File: src/shared/iemask_pkg.sv
package iemask_pkg;

    // ****************************************************************
    // Register map: byte offsets on the APB bus, one word per register.
    // ****************************************************************
    localparam logic [7:0] IEMASK_OFS_EN_LOW   = 8'h00;
    localparam logic [7:0] IEMASK_OFS_EN_HIGH  = 8'h04;
    localparam logic [7:0] IEMASK_OFS_CRIT_LOW = 8'h08;
    localparam logic [7:0] IEMASK_OFS_CRIT_HIGH = 8'h0C;
    localparam logic [7:0] IEMASK_OFS_STATUS   = 8'h10;
    localparam logic [7:0] IEMASK_OFS_PENDING  = 8'h14;

    // ****************************************************************
    // Field layout.
    // ****************************************************************
    localparam int IEMASK_BIT_OS_SERVICE = 10;
    localparam int IEMASK_BIT_DATA_LOG   = 9;
    localparam int IEMASK_BIT_BUS_ERROR  = 8;
    localparam int IEMASK_NUM_SOURCES    = 25;

    // Writable bits of each register; the rest are reserved and read zero.
    localparam logic [15:0] IEMASK_HIGH_MASK = 16'h07FF;
    localparam logic [15:0] IEMASK_LOW_MASK  = 16'hFFFC;

    // Reset values.
    localparam logic [15:0] IEMASK_EN_RESET   = 16'h0000;
    localparam logic [15:0] IEMASK_CRIT_RESET = 16'h0000;

endpackage

File: src/verilog/iemask_accept.sv
// ********************************************************************
// Per-source accept stage: registers the qualified request vector.
// ********************************************************************
module iemask_accept
    import iemask_pkg::*;
(
    input  wire logic                          mclk,
    input  wire logic                          srst,
    input  wire logic [IEMASK_NUM_SOURCES-1:0] pending,
    input  wire logic [IEMASK_NUM_SOURCES-1:0] enable,
    input  wire logic [IEMASK_NUM_SOURCES-1:0] critical,
    input  wire logic                          halted_rt,
    output logic      [IEMASK_NUM_SOURCES-1:0] accept_q
);

    // Each source is gated alike, so a generate loop builds the slices.
    // The debug bit matters only while halted in real-time mode.
    genvar g;
    generate
        for (g = 0; g < IEMASK_NUM_SOURCES; g++) begin : g_src
            always_ff @(posedge mclk) begin
                if (srst) begin
                    accept_q[g] <= 1'b0;
                end else begin
                    accept_q[g] <= pending[g] & enable[g]
                                   & (~halted_rt | critical[g]);
                end
            end
        end
    endgenerate

endmodule

File: src/verilog/iemask_top.sv
// Operation
// - High enable bit 10 gates the OS service interrupt.
// - High enable bit 9 gates the data-log interrupt.
// - High enable bit 8 gates the bus-error interrupt.
// - High enable bits 0 to 7 gate vectors 16 to 23.
// - Low enable bits 2 to 15 gate vectors 2 to 15.
// - Hardware reset clears both enable registers.
// - Software reset leaves both enable registers unchanged.
// - Debug enables matter only while halted in real-time mode.
// - Running in real-time mode ignores debug enables.
// - Halted: service needs both debug and normal enable set.
// - Debug enable registers are readable and writable.
// - Software reset leaves debug enable registers unchanged.
// - Hardware reset clears all debug enable bits.
// - High debug bit 10 marks OS service interrupt time-critical.
// - High debug bit 9 marks data-log interrupt time-critical.
// - High debug bit 8 marks bus-error interrupt time-critical.
// - Debug bits mark vectors 16-23 high and 2-15 low critical.
module iemask_top
    import iemask_pkg::*;
(
    input  wire logic        mclk,
    input  wire logic        srst,
    input  wire logic        soft_reset,
    input  wire logic        psel,
    input  wire logic        penable,
    input  wire logic        pwrite,
    input  wire logic [7:0]  paddr,
    input  wire logic [31:0] pwdata,
    input  wire logic [3:0]  pstrb,
    output logic      [31:0] prdata,
    output logic             pready,
    output logic             pslverr,
    input  wire logic [23:2] vector_pending,
    input  wire logic        os_service_irq,
    input  wire logic        data_log_irq,
    input  wire logic        bus_error_irq,
    input  wire logic        halted_rt,
    output logic      [23:2] vector_accept,
    output logic             os_service_accept,
    output logic             data_log_accept,
    output logic             bus_error_accept
);

    // ****************************************************************
    // Register state.
    // ****************************************************************
    logic [15:0] irq_enable_low_q;
    logic [15:0] irq_enable_high_q;
    logic [15:0] halt_critical_enable_low_q;
    logic [15:0] halt_critical_enable_high_q;
    logic [31:0] prdata_q;
    logic        pready_q;
    logic        pslverr_q;
    logic        halted_rt_q;

    logic        wr_en;
    logic        rd_en;
    logic [15:0] wdata16;
    logic [15:0] wmask16;

    logic [IEMASK_NUM_SOURCES-1:0] src_pending;
    logic [IEMASK_NUM_SOURCES-1:0] src_enable;
    logic [IEMASK_NUM_SOURCES-1:0] src_critical;
    logic [IEMASK_NUM_SOURCES-1:0] src_accept_q;

    // Decodes an offset into a mapped flag; used by both read and write.
    function automatic logic iemask_mapped(input logic [7:0] a);
        iemask_mapped = (a == IEMASK_OFS_EN_LOW)    || (a == IEMASK_OFS_EN_HIGH)   ||
                        (a == IEMASK_OFS_CRIT_LOW)  || (a == IEMASK_OFS_CRIT_HIGH) ||
                        (a == IEMASK_OFS_STATUS)    || (a == IEMASK_OFS_PENDING);
    endfunction

    // Merges a strobed write into a register, keeping only its writable bits.
    function automatic logic [15:0] iemask_merge(input logic [15:0] old,
                                                 input logic [15:0] wd,
                                                 input logic [15:0] bm,
                                                 input logic [15:0] keep);
        iemask_merge = ((old & ~bm) | (wd & bm)) & keep;
    endfunction

    // ****************************************************************
    // APB slave: zero wait states, read captured in setup, write in the access cycle.
    // ****************************************************************

    // The access phase completes in its first cycle; a write lands at the
    // edge that samples pready high, the same edge the master finishes on.
    assign wr_en   = psel & penable & pwrite & pready_q;
    assign rd_en   = psel & ~penable & ~pwrite;
    assign wdata16 = pwdata[15:0];
    assign wmask16 = {{8{pstrb[1]}}, {8{pstrb[0]}}};

    // Ready and error answer one cycle after setup, during the access phase.
    always_ff @(posedge mclk) begin
        if (srst) begin
            pready_q  <= 1'b0;
            pslverr_q <= 1'b0;
        end else begin
            pready_q  <= psel & ~penable;
            pslverr_q <= psel & ~penable & ~iemask_mapped(paddr);
        end
    end

    // Normal enables: hardware reset clears them; soft_reset does not touch
    // them, so software keeps its setup across a software reset.
    always_ff @(posedge mclk) begin
        if (srst) begin
            irq_enable_low_q  <= IEMASK_EN_RESET;
            irq_enable_high_q <= IEMASK_EN_RESET;
        end else if (wr_en) begin
            if (paddr == IEMASK_OFS_EN_LOW) begin
                irq_enable_low_q <= iemask_merge(irq_enable_low_q, wdata16,
                                                 wmask16, IEMASK_LOW_MASK);
            end
            if (paddr == IEMASK_OFS_EN_HIGH) begin
                irq_enable_high_q <= iemask_merge(irq_enable_high_q, wdata16,
                                                  wmask16, IEMASK_HIGH_MASK);
            end
        end
    end

    // Debug enables: same reset behaviour, written 1 to mark, 0 to unmark.
    always_ff @(posedge mclk) begin
        if (srst) begin
            halt_critical_enable_low_q  <= IEMASK_CRIT_RESET;
            halt_critical_enable_high_q <= IEMASK_CRIT_RESET;
        end else if (wr_en) begin
            if (paddr == IEMASK_OFS_CRIT_LOW) begin
                halt_critical_enable_low_q <= iemask_merge(halt_critical_enable_low_q,
                                              wdata16, wmask16, IEMASK_LOW_MASK);
            end
            if (paddr == IEMASK_OFS_CRIT_HIGH) begin
                halt_critical_enable_high_q <= iemask_merge(halt_critical_enable_high_q,
                                               wdata16, wmask16, IEMASK_HIGH_MASK);
            end
        end
    end

    // Read data are captured in setup, so they stand through the access phase.
    always_ff @(posedge mclk) begin
        if (srst) begin
            prdata_q <= 32'h0000_0000;
        end else if (rd_en) begin
            unique case (paddr)
                IEMASK_OFS_EN_LOW:    prdata_q <= {16'h0000, irq_enable_low_q};
                IEMASK_OFS_EN_HIGH:   prdata_q <= {16'h0000, irq_enable_high_q};
                IEMASK_OFS_CRIT_LOW:  prdata_q <= {16'h0000, halt_critical_enable_low_q};
                IEMASK_OFS_CRIT_HIGH: prdata_q <= {16'h0000, halt_critical_enable_high_q};
                IEMASK_OFS_STATUS:    prdata_q <= {31'h0000_0000, halted_rt_q};
                IEMASK_OFS_PENDING:   prdata_q <= {7'h00, src_accept_q};
                default:              prdata_q <= 32'h0000_0000;
            endcase
        end
    end

    // ****************************************************************
    // Source vectors: bit n of each vector is source n.
    // ****************************************************************

    // Sources 2 to 23 are vectors; 24 is bus error, 0 is OS service and
    // 1 is data log, reusing the two vector slots that do not exist.
    assign src_pending  = {bus_error_irq, vector_pending, data_log_irq, os_service_irq};
    assign src_enable   = {irq_enable_high_q[IEMASK_BIT_BUS_ERROR],
                           irq_enable_high_q[7:0],
                           irq_enable_low_q[15:2],
                           irq_enable_high_q[IEMASK_BIT_DATA_LOG],
                           irq_enable_high_q[IEMASK_BIT_OS_SERVICE]};
    assign src_critical = {halt_critical_enable_high_q[IEMASK_BIT_BUS_ERROR],
                           halt_critical_enable_high_q[7:0],
                           halt_critical_enable_low_q[15:2],
                           halt_critical_enable_high_q[IEMASK_BIT_DATA_LOG],
                           halt_critical_enable_high_q[IEMASK_BIT_OS_SERVICE]};

    // The halt flag comes from the debug logic on this clock, so no
    // synchroniser; the registered copy feeds only the status read, the accept stage takes it raw.
    always_ff @(posedge mclk) begin
        if (srst) begin
            halted_rt_q <= 1'b0;
        end else begin
            halted_rt_q <= halted_rt;
        end
    end

    // The accept stage applies debug bits only when halted.
    iemask_accept u_accept (
        .mclk      (mclk),
        .srst      (srst),
        .pending   (src_pending),
        .enable    (src_enable),
        .critical  (src_critical),
        .halted_rt (halted_rt),
        .accept_q  (src_accept_q)
    );

    // ****************************************************************
    // Outputs, each straight from a flop.
    // ****************************************************************
    assign prdata            = prdata_q;
    assign pready            = pready_q;
    assign pslverr           = pslverr_q;
    assign vector_accept     = src_accept_q[23:2];
    assign os_service_accept = src_accept_q[0];
    assign data_log_accept   = src_accept_q[1];
    assign bus_error_accept  = src_accept_q[24];

    // ****************************************************************
    // Assertions.
    // ****************************************************************
    AST_OS_GATE: assert property (@(posedge mclk) disable iff (srst)
        !irq_enable_high_q[IEMASK_BIT_OS_SERVICE] |=> !os_service_accept)
        else $error("OS service accepted while disabled");
    AST_DLOG_GATE: assert property (@(posedge mclk) disable iff (srst)
        !irq_enable_high_q[IEMASK_BIT_DATA_LOG] |=> !data_log_accept)
        else $error("Data-log accepted while disabled");
    AST_BERR_GATE: assert property (@(posedge mclk) disable iff (srst)
        bus_error_irq && irq_enable_high_q[IEMASK_BIT_BUS_ERROR] && !halted_rt
        |=> bus_error_accept)
        else $error("Bus error not accepted while enabled and running");
    AST_HIGH_VEC: assert property (@(posedge mclk) disable iff (srst)
        vector_pending[16] && irq_enable_high_q[0] && !halted_rt |=> vector_accept[16])
        else $error("Vector 16 not accepted");
    AST_LOW_VEC: assert property (@(posedge mclk) disable iff (srst)
        !irq_enable_low_q[2] |=> !vector_accept[2])
        else $error("Vector 2 accepted while disabled");
    AST_RESET_CLEAR: assert property (@(posedge mclk)
        srst |=> irq_enable_low_q == 16'h0000 && halt_critical_enable_high_q == 16'h0000)
        else $error("Reset did not clear enables");
    AST_SOFT_KEEP: assert property (@(posedge mclk) disable iff (srst)
        soft_reset && !wr_en |=> $stable(irq_enable_high_q))
        else $error("Soft reset changed enables");
    AST_RUN_IGNORE: assert property (@(posedge mclk) disable iff (srst)
        !halted_rt && vector_pending[5] && irq_enable_low_q[5] |=> vector_accept[5])
        else $error("Running core used debug bit");
    AST_HALT_BLOCK: assert property (@(posedge mclk) disable iff (srst)
        halted_rt && !halt_critical_enable_low_q[5] |=> !vector_accept[5])
        else $error("Non-critical accepted while halted");
    AST_RESERVED: assert property (@(posedge mclk) disable iff (srst)
        ##1 (irq_enable_high_q[15:11] == 5'h00) && (halt_critical_enable_low_q[1:0] == 2'h0))
        else $error("Reserved bit set");

    // ****************************************************************
    // Assertions per source, per mode and per register access.
    // ****************************************************************

    // An enabled OS service request passes while the core runs.
    AST_OS_PASS: assert property (@(posedge mclk) disable iff (srst)
        os_service_irq && irq_enable_high_q[IEMASK_BIT_OS_SERVICE] && !halted_rt
        |=> os_service_accept)
        else $error("OS service request lost");

    // The data-log request passes on the same terms.
    AST_DLOG_PASS: assert property (@(posedge mclk) disable iff (srst)
        data_log_irq && irq_enable_high_q[IEMASK_BIT_DATA_LOG] && !halted_rt
        |=> data_log_accept)
        else $error("Data-log request lost");

    // A cleared bus-error enable blocks that source in every mode.
    AST_BERR_BLOCK: assert property (@(posedge mclk) disable iff (srst)
        !irq_enable_high_q[IEMASK_BIT_BUS_ERROR] |=> !bus_error_accept)
        else $error("Bus error accepted while disabled");

    // No upper vector passes without its enable bit.
    AST_HIGH_BLOCK: assert property (@(posedge mclk) disable iff (srst)
        1'b1 |=> (vector_accept[23:16] & ~$past(irq_enable_high_q[7:0])) == 8'h00)
        else $error("Upper vector accepted while disabled");

    // No lower vector passes without its enable bit.
    AST_LOW_BLOCK: assert property (@(posedge mclk) disable iff (srst)
        1'b1 |=> (vector_accept[15:2] & ~$past(irq_enable_low_q[15:2])) == 14'h0)
        else $error("Lower vector accepted while disabled");

    // Running, the upper vectors follow pending and enable alone.
    AST_HIGH_RUN: assert property (@(posedge mclk) disable iff (srst)
        !halted_rt
        |=> vector_accept[23:16] == $past(vector_pending[23:16] & irq_enable_high_q[7:0]))
        else $error("Upper vectors wrong while running");

    // Running, the lower vectors ignore the debug bits too.
    AST_LOW_RUN: assert property (@(posedge mclk) disable iff (srst)
        !halted_rt
        |=> vector_accept[15:2] == $past(vector_pending[15:2] & irq_enable_low_q[15:2]))
        else $error("Lower vectors wrong while running");

    // Halted, an upper vector needs its debug bit as well.
    AST_HALT_HIGH: assert property (@(posedge mclk) disable iff (srst)
        halted_rt |=> vector_accept[23:16] == $past(vector_pending[23:16]
            & irq_enable_high_q[7:0] & halt_critical_enable_high_q[7:0]))
        else $error("Upper vectors wrong while halted");

    // Halted, a lower vector needs its debug bit as well.
    AST_HALT_LOW: assert property (@(posedge mclk) disable iff (srst)
        halted_rt |=> vector_accept[15:2] == $past(vector_pending[15:2]
            & irq_enable_low_q[15:2] & halt_critical_enable_low_q[15:2]))
        else $error("Lower vectors wrong while halted");

    // Halted, an unmarked OS service request is held off.
    AST_HALT_OS: assert property (@(posedge mclk) disable iff (srst)
        halted_rt && !halt_critical_enable_high_q[IEMASK_BIT_OS_SERVICE]
        |=> !os_service_accept)
        else $error("Unmarked OS service accepted while halted");

    // Halted, an unmarked data-log request is held off.
    AST_HALT_DLOG: assert property (@(posedge mclk) disable iff (srst)
        halted_rt && !halt_critical_enable_high_q[IEMASK_BIT_DATA_LOG]
        |=> !data_log_accept)
        else $error("Unmarked data-log accepted while halted");

    // Halted, an unmarked bus error is held off.
    AST_HALT_BERR: assert property (@(posedge mclk) disable iff (srst)
        halted_rt && !halt_critical_enable_high_q[IEMASK_BIT_BUS_ERROR]
        |=> !bus_error_accept)
        else $error("Unmarked bus error accepted while halted");

    // Halted, a marked and enabled bus error still passes.
    AST_HALT_PASS: assert property (@(posedge mclk) disable iff (srst)
        halted_rt && bus_error_irq && irq_enable_high_q[IEMASK_BIT_BUS_ERROR]
        && halt_critical_enable_high_q[IEMASK_BIT_BUS_ERROR] |=> bus_error_accept)
        else $error("Marked bus error lost while halted");

    // Hardware reset clears the two registers the first reset check skips.
    AST_CRIT_RESET: assert property (@(posedge mclk)
        srst |=> halt_critical_enable_low_q == IEMASK_CRIT_RESET
        && irq_enable_high_q == IEMASK_EN_RESET)
        else $error("Reset did not clear debug enables");

    // A software reset leaves the other three registers alone too.
    AST_SOFT_KEEP_ALL: assert property (@(posedge mclk) disable iff (srst)
        soft_reset && !wr_en |=> $stable(halt_critical_enable_low_q)
        && $stable(halt_critical_enable_high_q) && $stable(irq_enable_low_q))
        else $error("Soft reset changed a register");

    // A full write to the low debug register lands at the access edge.
    AST_WRITE_LANDS: assert property (@(posedge mclk) disable iff (srst)
        wr_en && paddr == IEMASK_OFS_CRIT_LOW && pstrb[1:0] == 2'h3
        |=> halt_critical_enable_low_q == ($past(pwdata[15:0]) & IEMASK_LOW_MASK))
        else $error("Debug enable write lost");

    // The high debug register reads back during the access phase.
    AST_READ_CRIT: assert property (@(posedge mclk) disable iff (srst)
        psel && !penable && !pwrite && paddr == IEMASK_OFS_CRIT_HIGH
        |=> prdata == {16'h0000, $past(halt_critical_enable_high_q)})
        else $error("Debug enable read wrong");

    // An unmapped read answers zero and raises the error flag.
    AST_UNMAPPED: assert property (@(posedge mclk) disable iff (srst)
        psel && !penable && !pwrite && !iemask_mapped(paddr)
        |=> prdata == 32'h0000_0000 && pslverr)
        else $error("Unmapped read not refused");

endmodule
File: config.mk
export PLATFORM = sky130hd
export DESIGN_NAME = iemask_top
export DESIGN_NICKNAME = d
export VERILOG_FILES = /design/src/shared/iemask_pkg.sv /design/src/verilog/iemask_accept.sv /design/src/verilog/iemask_top.sv
export SDC_FILE = /design/constraint.sdc
export NUM_CORES = 1
export LEC_CHECK = 0
export ABC_AREA = 1
export BUFFER_PORTS_ARGS = -buffer_cell sky130_fd_sc_hd__buf_4
export CORE_ASPECT_RATIO = 0.7
export CORE_MARGIN = 1.5
export CORE_UTILIZATION = 50
export CTS_CLUSTER_SIZE = 14
export DETAILED_ROUTE_END_ITERATION = 10
export PLACE_DENSITY_LB_ADDON = 0.08
export REMOVE_ABC_BUFFERS = 1
export SLEW_MARGIN = 20
export SYNTH_ARGS = -nofsm -noshare
export SYNTH_HDL_FRONTEND = slang
export SYNTH_HIERARCHICAL = 1
export SYNTH_SLANG_ARGS = --single-unit
File: constraint.sdc
create_clock -name mclk -period 1.35 [get_ports mclk]
set_input_delay 0.0675 -clock mclk [delete_from_list [all_inputs] [get_ports mclk]]
set_output_delay 0.0675 -clock mclk [all_outputs]
set_load 0.1 [all_outputs]
==> flow_metrics.tcl, run 1 <==
set metrics [dict create \
    status "finished with violations" \
    violations "hold timing" \
    cp-startpoint "pready" \
    ys_types 30 \
    synth_top_family_by_area "simple AND/OR/NAND/NOR gates" \
    synth-xor-area-share_pct 0 \
    finalCritPeriodShare_pct 98.8 \
    dieArea_sq_um 9650 \
    cp_max_fo 8 \
    worstSetupStartpointType "register" \
    core_area_sq_um 8620 \
    synth_compound_area_share_pct 16.9 \
    grt_pass1_wl_mm 20.5 \
    p_leak_uw 0.00263 \
    grt_pass1_vias 4194 \
    antenna_found_initial 0 \
    period_needed_ns 1.33 \
    vias 4470 \
    rrSetupSlack_ns 0.02 \
    ys_warn_count 6 \
    worstHoldPathType "in2reg" \
    path_cells "nand2_1 -> nor2_4 -> buf_6 -> buf_4 -> nand3_4 -> o21ai_2 -> a21oi_2" \
    grt_max_degree 46 \
    grt_overflow 0 \
    regArea_sq_um 2060 \
    drv_slew 0 \
    die_w_um 117 \
    multi_input_area_sq_um 2050 \
    synth_top_area_share_pct 45.5 \
    timing.rr.start "pready" \
    placed_area_sq_um 5600 \
    wl_per_cell_um 15.7 \
    synth-simple-area-share_pct 26.9 \
    synth_edf_count 0 \
    fillers 732 \
    yosysTopAreaCell "dfxtp_1" \
    r2r_cells 7 \
    cts.htree.levels 3 \
    ys_seq_area_share_pct 45.5 \
    setup.worst_path.end_class "register" \
    clk_pin_slew_worst_paths_ns 0.07 \
    cts_tree "built" \
    cp.buffers_inverters 2 \
    hpwl_mm 9.18 \
    critPathRequiredTime_ns 1.59 \
    critical_path_depth 7 \
    clock-sinks 103 \
    whs_ns -0.00114 \
    area_growth_pct 38.5 \
    root_buffer "clkbuf_16" \
    crit_slowest_cell "dfxtp_2" \
    hold_violations 1 \
    critPathKind "reg2reg" \
    synth.area.top_cells "dfxtp_1, a21oi_1, nand2_1" \
    path_delay_family "simple AND/OR/NAND/NOR gates" \
    ys_ff_latch 103 \
    diodes 0 \
    synthArstFlopShare_pct 0 \
    layout-drive-gt1-share_pct 29.4 \
    final_area_sq_um 6280 \
    finalSetupViolations 0 \
    nNetsFinal 817 \
    port_buffers 108 \
    avgSynthCellArea_sq_um 7.75 \
    ir_drop_v 0.000857 \
    skew_ns 0.00696 \
    place_congestion 0.878 \
    cts_buffers 9 \
    track_usage_pct 28.3 \
    powerDensity_nw_per_um2 1010 \
    drt_iter0_drc 254 \
    post-route-drc-count 0 \
    ant_nets 0 \
    synth_cells 585 \
    viasPerCell 5.16 \
    drt_pre_antenna_iters 5 \
    setup-tns-final_ns 0 \
    die_y_um 82.7 \
    synth_mux_area_share_pct 0 \
    synth.cell_area_sq_um 4530 \
    drt_wl_total_mm 13.6 \
    arrival_ns 1.57 \
    row_count 28 \
    synth_fa_ha_area_share_pct 0 \
    synth_ff_type "dfxtp_1" \
    clock_latency_ns 0.35 \
    critPathMaxStageDelay_ns 0.33 \
    initial_core_util_pct 52.6 \
    ioPinCount 135 \
    synth.most_common_cell "dfxtp_1" \
    clk_path_buf_depth 2 \
    max_freq_mhz 750 \
    synth_commonest_cells "dfxtp_1, nand2_1, a21oi_1" \
    cap_violations 0 \
]
[layer usage]
metal	GRT usage [%]	up-vias	part of all wire [%]
met1	36.4	2036	44
li1	-	2216	-
met4	10.0	0	2.3
met5	0	-	0
met3	6.06	27	7.2
met2	47.3	191	46
[layout make-up]
| cell class | count | area share (%) |
|---|---|---|
| Multi-Input combinational cell | 390 | 32.7 |
| Sequential cell | 103 | 32.9 |
| Clock inverter | 5 | 0.618 |
| Inverter | 65 | 3.93 |
| Clock buffer | 11 | 4.03 |
| Timing Repair Buffer | 172 | 23.5 |
| Tap cell | 120 | 2.39 |
[repair_timing]
item                                   4_1_cts  5_1_grt
setup endpoints to repair                    8       48
endpoints found under the hold margin       25        0
pin swaps                                    0        3
cloned                                       0        2
buffers inserted                             0        5
gates resized for setup                      1       30
hold buffers                                25        0
[cell usage in the layout, fill, tap and decap left out, drive strengths merged, types with 2 or more instances in the layout]
master	instances
a21oi	75
buf	146
clkbuf	12
clkinv	2
conb	7
dfxtp	103
dlygate4sd3	25
inv	67
nand2	89
nand3	81
nor2	65
nor3	2
o21ai	59
o21bai	9
[power by group]
group / switching, uW / total, uW / internal (uW)
Sequential: 7.85 / 3060 / 3050
Clock: 1160 / 2530 / 1370
Combinational: 473 / 735 / 262
Total: 1640 / 6320 / 4680
[cells by family (layout without fill, tap and decap cells)]
| group | Yosys count | count (layout) |
|---|---|---|
| compound gates | 144 | 144 |
| simple gates | 238 | 239 |
| other cells | 1 | 7 |
| buf+inv | 99 | 253 |
| flops | 103 | 103 |
[how the worst min path moves through the flow]
stage / start / endpoint / slack [ns] / cells after the start
finish: pwdata[1] / register / -0.001 / 3
CTS: pwdata[14] / register / 0.001 / 3
detailed placement: halted_rt / halted_rt_q / 0.31 / 3
global route: data_log_irq / u_accept/accept_q[1] / 0.01 / 3
global placement: halted_rt / halted_rt_q / 0.30 / 3
floorplan: srst / prdata[0] / 0.14 / 1
[worst reg2reg max path: stages, from the launching register on]
cell and delay, ns:
dfxtp_2 0.33, nand2_1 0.09, nor2_4 0.13, buf_6 0.14
buf_4 0.12, nand3_4 0.15, o21ai_2 0.23, a21oi_2 0.04
[per-stage QoR]
step	power [uW]	std cells	util (%)	setup WS, ns	hold slack [ns]
after global placement	3780	818	65.0	-0.0238	0.301
after detailed placement	3790	818	65.0	-0.0827	0.313
final	6320	866	72.9	0.0166	-0.00114
after global routing	6510	866	72.9	-0.0468	0.0147
after floorplan	3480	557	-	-0.684	0.137
after CTS	6340	859	71.4	0.00235	0.00139
(Power assumes the default switching activity.)
==> run 2, diff against run 1 <==
--- a/config.mk
+++ b/config.mk
@@ -9,7 +9,7 @@
 export BUFFER_PORTS_ARGS = -buffer_cell sky130_fd_sc_hd__buf_4
 export CORE_ASPECT_RATIO = 0.7
 export CORE_MARGIN = 1.5
-export CORE_UTILIZATION = 50
+export CORE_UTILIZATION = 46
 export CTS_CLUSTER_SIZE = 14
 export DETAILED_ROUTE_END_ITERATION = 10
 export PLACE_DENSITY_LB_ADDON = 0.08
==> constraint.sdc (replaced) <==
create_clock -name mclk -period 1.2 [get_ports mclk]
set_input_delay 0.06 -clock mclk [delete_from_list [all_inputs] [get_ports mclk]]
set_output_delay 0.06 -clock mclk [all_outputs]
set_load 0.1 [all_outputs]
==> flow_metrics.tcl, run 2 (synthesis gave the netlist of run 1 again) <==
set metrics [dict create \
    status "finished with violations" \
    violations "setup timing" \
    dp_slack_ns -0.225 \
    diodes 0 \
    drt_wl_total_mm 14.3 \
    die_y_um 86.0 \
    cap_violations 0 \
    rsz0062_at_grt "true" \
    track_usage_pct 28.0 \
    pwr-share-comb_pct 12.3 \
    power.share.clock_pct 41.8 \
    met2RoutedLength_mm 6.54 \
    area_growth_pct 46.4 \
    vias 4651 \
    clock_latency_ns 0.35 \
    seqPwrFrac_pct 45.9 \
    root_buffer "clkbuf_16" \
    die_w_um 122 \
    clk_path_buf_depth 2 \
    row_count 30 \
    cp_max_fo 9 \
    wl_per_cell_um 16.1 \
    nNetsFinal 833 \
    mostFrequentLayoutCells "buf_4, dfxtp_1, nand2_1, a21oi_1, inv_1" \
    p_leak_uw 0.00275 \
    clk_pin_slew_worst_paths_ns 0.07 \
    grt_overflow 0 \
    power_switching_share_pct 24.6 \
    cp-startpoint "pready" \
    critPathRequiredTime_ns 1.43 \
    ioPinCount 135 \
    skew_ns 0.00668 \
    drt_iter0_drc 386 \
    ant_nets 0 \
    grt_pass1_vias 4328 \
    r2r_cells 6 \
    rrSetupSlack_ns -0.04 \
    core_area_sq_um 9650 \
    critPathKind "reg2reg" \
    grt_pass1_wl_mm 22.4 \
    worstSetupStartpointType "register" \
    dieArea_sq_um 10500 \
    top_layer "met4" \
    layout-drive-gt1-share_pct 34.7 \
    drv_slew 0 \
    place_congestion 0.809 \
    cts_tree "built" \
    post-route-drc-count 0 \
    final_common_cell "buf_4" \
    cts_buffers 9 \
    fin_cells 889 \
    dp.cells 835 \
    ir_drop_v 0.000629 \
    viasPerCell 5.23 \
    grt_max_degree 60 \
    wl_met3_mm 1.23 \
    worstHoldPathType "in2reg" \
    initial_core_util_pct 47.0 \
    final_util_pct 68.8 \
    finalCritPeriodShare_pct 104 \
    worst_slack_ns -0.0434 \
    hold_violations 0 \
    fin_total_pwr_uw 7500 \
    finalSetupViolations 29 \
    hpwl_mm 9.41 \
    setup.worst_path.end_class "register" \
    port_buffers 108 \
    met1_length_mm 6.30 \
    powerDensity_nw_per_um2 1130 \
    drt_pre_antenna_iters 5 \
    clock-sinks 103 \
    max_freq_mhz 804 \
    arrival_ns 1.47 \
    antenna_found_initial 0 \
    period_needed_ns 1.24 \
    switchingPower_uw 1850 \
    cts.htree.levels 3 \
    timing.rr.start "pready" \
    p_int_uw 5660 \
]
==> run 2: worst min path at each step <==
stage                          from     endpoint  slack [ns]  cells past startpoint
after global routing      pwdata[0]     register        0.02                      3
after detailed placement  halted_rt  halted_rt_q        0.29                      3
final                     pwdata[0]     register       0.003                      3
after CTS                 pwdata[0]     register       0.002                      3
after global placement    halted_rt  halted_rt_q        0.30                      3
after floorplan                srst    prdata[0]        0.13                      1
==> run 2: routing by layer <==
layer,track usage (%),up-vias
met2,45.0,218
met4,8.24,0
li1,-,2253
met1,38.4,2154
met5,0,-
met3,5.19,26
==> run 2: critical path, stage by stage (launching register included) <==
cell     delay, ns
dfxtp_2       0.33
nand2_2       0.06
nor2_4        0.12
buf_12        0.14
nand3_4       0.20
o21ai_2       0.22
a21oi_2       0.05
==> run 2: timing repair <==
action,in CTS,in global routing
gates cloned,1,1
pin swaps,10,2
setup endpoints to repair,50,50
buffers inserted,2,0
gates resized for setup,70,30
hold buffers,35,0
endpoints found under the hold margin,42,0
==> run 2: cell type report <==
class / count / area, sq um
Multi-Input combinational cell: 390 / 2230
Tap cell: 128 / 160
Sequential cell: 103 / 2060
Fill cell: 799 / 3010
Inverter: 65 / 246
Clock buffer: 10 / 239
Clock inverter: 5 / 81.3
Timing Repair Buffer: 188 / 1620
==> run 2: per-stage QoR <==
step,hold WS (ns),cell area [sq um],setup TNS [ns]
floorplan,0.129,4320,-43.43
global placement,0.297,5690,-5.49
detailed placement,0.293,5690,-9.05
CTS,0.00230,6510,-0.209
global route,0.0194,6630,-3.23
finish,0.00323,6630,-0.536
==> run 2: power groups by stage <==
stage | clock, uW | combinational, uW | sequential [uW]
detailed placement | 0 | 755 | 3520
CTS | 3200 | 881 | 3440
floorplan | 0 | 272 | 3640
global route | 3350 | 970 | 3440
global placement | 0 | 747 | 3520
finish | 3140 | 922 | 3450
==> run 3, diff against run 2 <==
--- a/config.mk
+++ b/config.mk
@@ -9,7 +9,7 @@
 export BUFFER_PORTS_ARGS = -buffer_cell sky130_fd_sc_hd__buf_4
 export CORE_ASPECT_RATIO = 0.7
 export CORE_MARGIN = 1.5
-export CORE_UTILIZATION = 46
+export CORE_UTILIZATION = 50
 export CTS_CLUSTER_SIZE = 14
 export DETAILED_ROUTE_END_ITERATION = 10
 export PLACE_DENSITY_LB_ADDON = 0.08
==> constraint.sdc (replaced) <==
create_clock -name mclk -period 1.3 [get_ports mclk]
set_input_delay 0.065 -clock mclk [delete_from_list [all_inputs] [get_ports mclk]]
set_output_delay 0.065 -clock mclk [all_outputs]
set_load 0.1 [all_outputs]
==> flow_metrics.tcl, run 3 (synthesis gave the netlist of run 1 again) <==
set metrics [dict create \
    skew_ns 0.00531 \
    ir_drop_v 0.000882 \
    period_needed_ns 1.29 \
    dp_slack_ns -0.131 \
    track_usage_pct 29.2 \
    root_buffer "clkbuf_16" \
    setup-tns-final_ns 0 \
    grt_overflow 0 \
    setup.worst_path.end_class "register" \
    p_leak_uw 0.00266 \
    post-route-drc-count 0 \
    worstHoldPathType "in2reg" \
    critPathKind "reg2reg" \
    wl_per_cell_um 15.6 \
    clk_pin_slew_worst_paths_ns 0.07 \
    diodes 0 \
    rsz0062_at_grt "true" \
    cts.htree.levels 3 \
    final_common_cell "buf_4" \
    hold_violations 1 \
    place_congestion 0.872 \
    layout-drive-gt1-share_pct 29.5 \
    clock-sinks 103 \
    whs_ns -0.00813 \
    ioPinCount 135 \
    finalCritPeriodShare_pct 99.5 \
    grt_max_degree 46 \
    nNetsFinal 823 \
    status "finished with violations" \
    worstSetupStartpointType "register" \
    drv_slew 0 \
    drt_wl_total_mm 13.6 \
    finalSetupViolations 0 \
    cts_buffers 9 \
    arrival_ns 1.53 \
    die_y_um 82.7 \
    die_w_um 117 \
    max_freq_mhz 773 \
    vias 4568 \
    hpwl_mm 9.25 \
    clk_path_buf_depth 2 \
    mostFrequentLayoutCells "buf_4, dfxtp_1, nand2_1, a21oi_1, inv_1" \
    placed_area_sq_um 5660 \
    initial_core_util_pct 52.6 \
    grt_pass1_wl_mm 21.2 \
    powerDensity_nw_per_um2 1060 \
    grt_pass1_vias 4262 \
    drt_pre_antenna_iters 5 \
    core_area_sq_um 8620 \
    cts_tree "built" \
    clock_latency_ns 0.35 \
    area_growth_pct 39.3 \
    row_count 28 \
    viasPerCell 5.24 \
    ant_nets 0 \
    fillers 690 \
    dieArea_sq_um 9650 \
    antenna_found_initial 0 \
    rrSetupSlack_ns 0.007 \
    cap_violations 0 \
    drt_iter0_drc 346 \
    critPathRequiredTime_ns 1.54 \
    worst_slack_ns 0.00657 \
    cp_max_fo 8 \
    final_area_sq_um 6310 \
    port_buffers 108 \
    violations "hold timing" \
]
-- run 3: changes by cell type in the layout (fill, tap and decap cells not counted), sizes merged --
cell         change
nand3            -1
buf              -2
clkinvlp         -1
clkbuf           +1
bufinv           -1
dlygate4sd3      -7
clkinv           +3
inv              -1
-- run 3: critical path: stages (launching register included) --
cell and delay (ns):
dfxtp_2 0.34, nand2_1 0.09, nor2_4 0.11, buf_12 0.14, nand3_2 0.10, buf_6 0.17, o21ai_0 0.16, a21oi_1 0.07
-- run 3: layout make-up --
class / count / area (sq um) / share of cell area, %
Clock buffer: 11 / 243 / 3.85
Clock inverter: 5 / 57.6 / 0.912
Inverter: 65 / 246 / 3.91
Multi-Input combinational cell: 389 / 2020 / 32.1
Sequential cell: 103 / 2060 / 32.7
Tap cell: 120 / 150 / 2.38
Timing Repair Buffer: 179 / 1530 / 24.2
-- run 3: metrics by stage --
step	instances	power, uW	utilization, %
floorplan	557	3610	-
global placement	826	3930	65.7
detailed placement	826	3940	65.7
CTS	871	6680	72.7
global route	872	6880	73.2
finish	872	6680	73.2
-- run 3: repair_timing --
| item | in CTS | in global routing |
|---|---|---|
| resized for setup | 5 | 22 |
| hold endpoints to repair | 28 | 0 |
| endpoints found under the setup margin | 44 | 49 |
| hold buffers | 28 | 0 |
| buffers inserted | 1 | 1 |
| pin swaps | 1 | 2 |
-- run 3: worst paths after layout --
kind / start / end / cells after the start
min reg2reg: register / register / 2
max: pready / register / 7
max reg2reg: pready / register / 7
min: pwdata[0] / register / 3
-- run 3: metal layers --
layer	routed length, um	global-route usage (%)	share of wire [%]	up-vias
met5	0	0	0	-
met4	284	12.3	2.1	0
met3	992	5.69	7.3	30
met2	6320	47.8	46	206
met1	6000	38.0	44	2109
li1	-	-	-	2223
-- run 3: report_power, final --
| group | switching (uW) | leakage [uW] | internal [uW] |
|---|---|---|---|
| Combinational | 493 | 0.00168 | 281 |
| Clock | 1180 | 0.000149 | 1550 |
| Sequential | 8.17 | 0.000831 | 3170 |
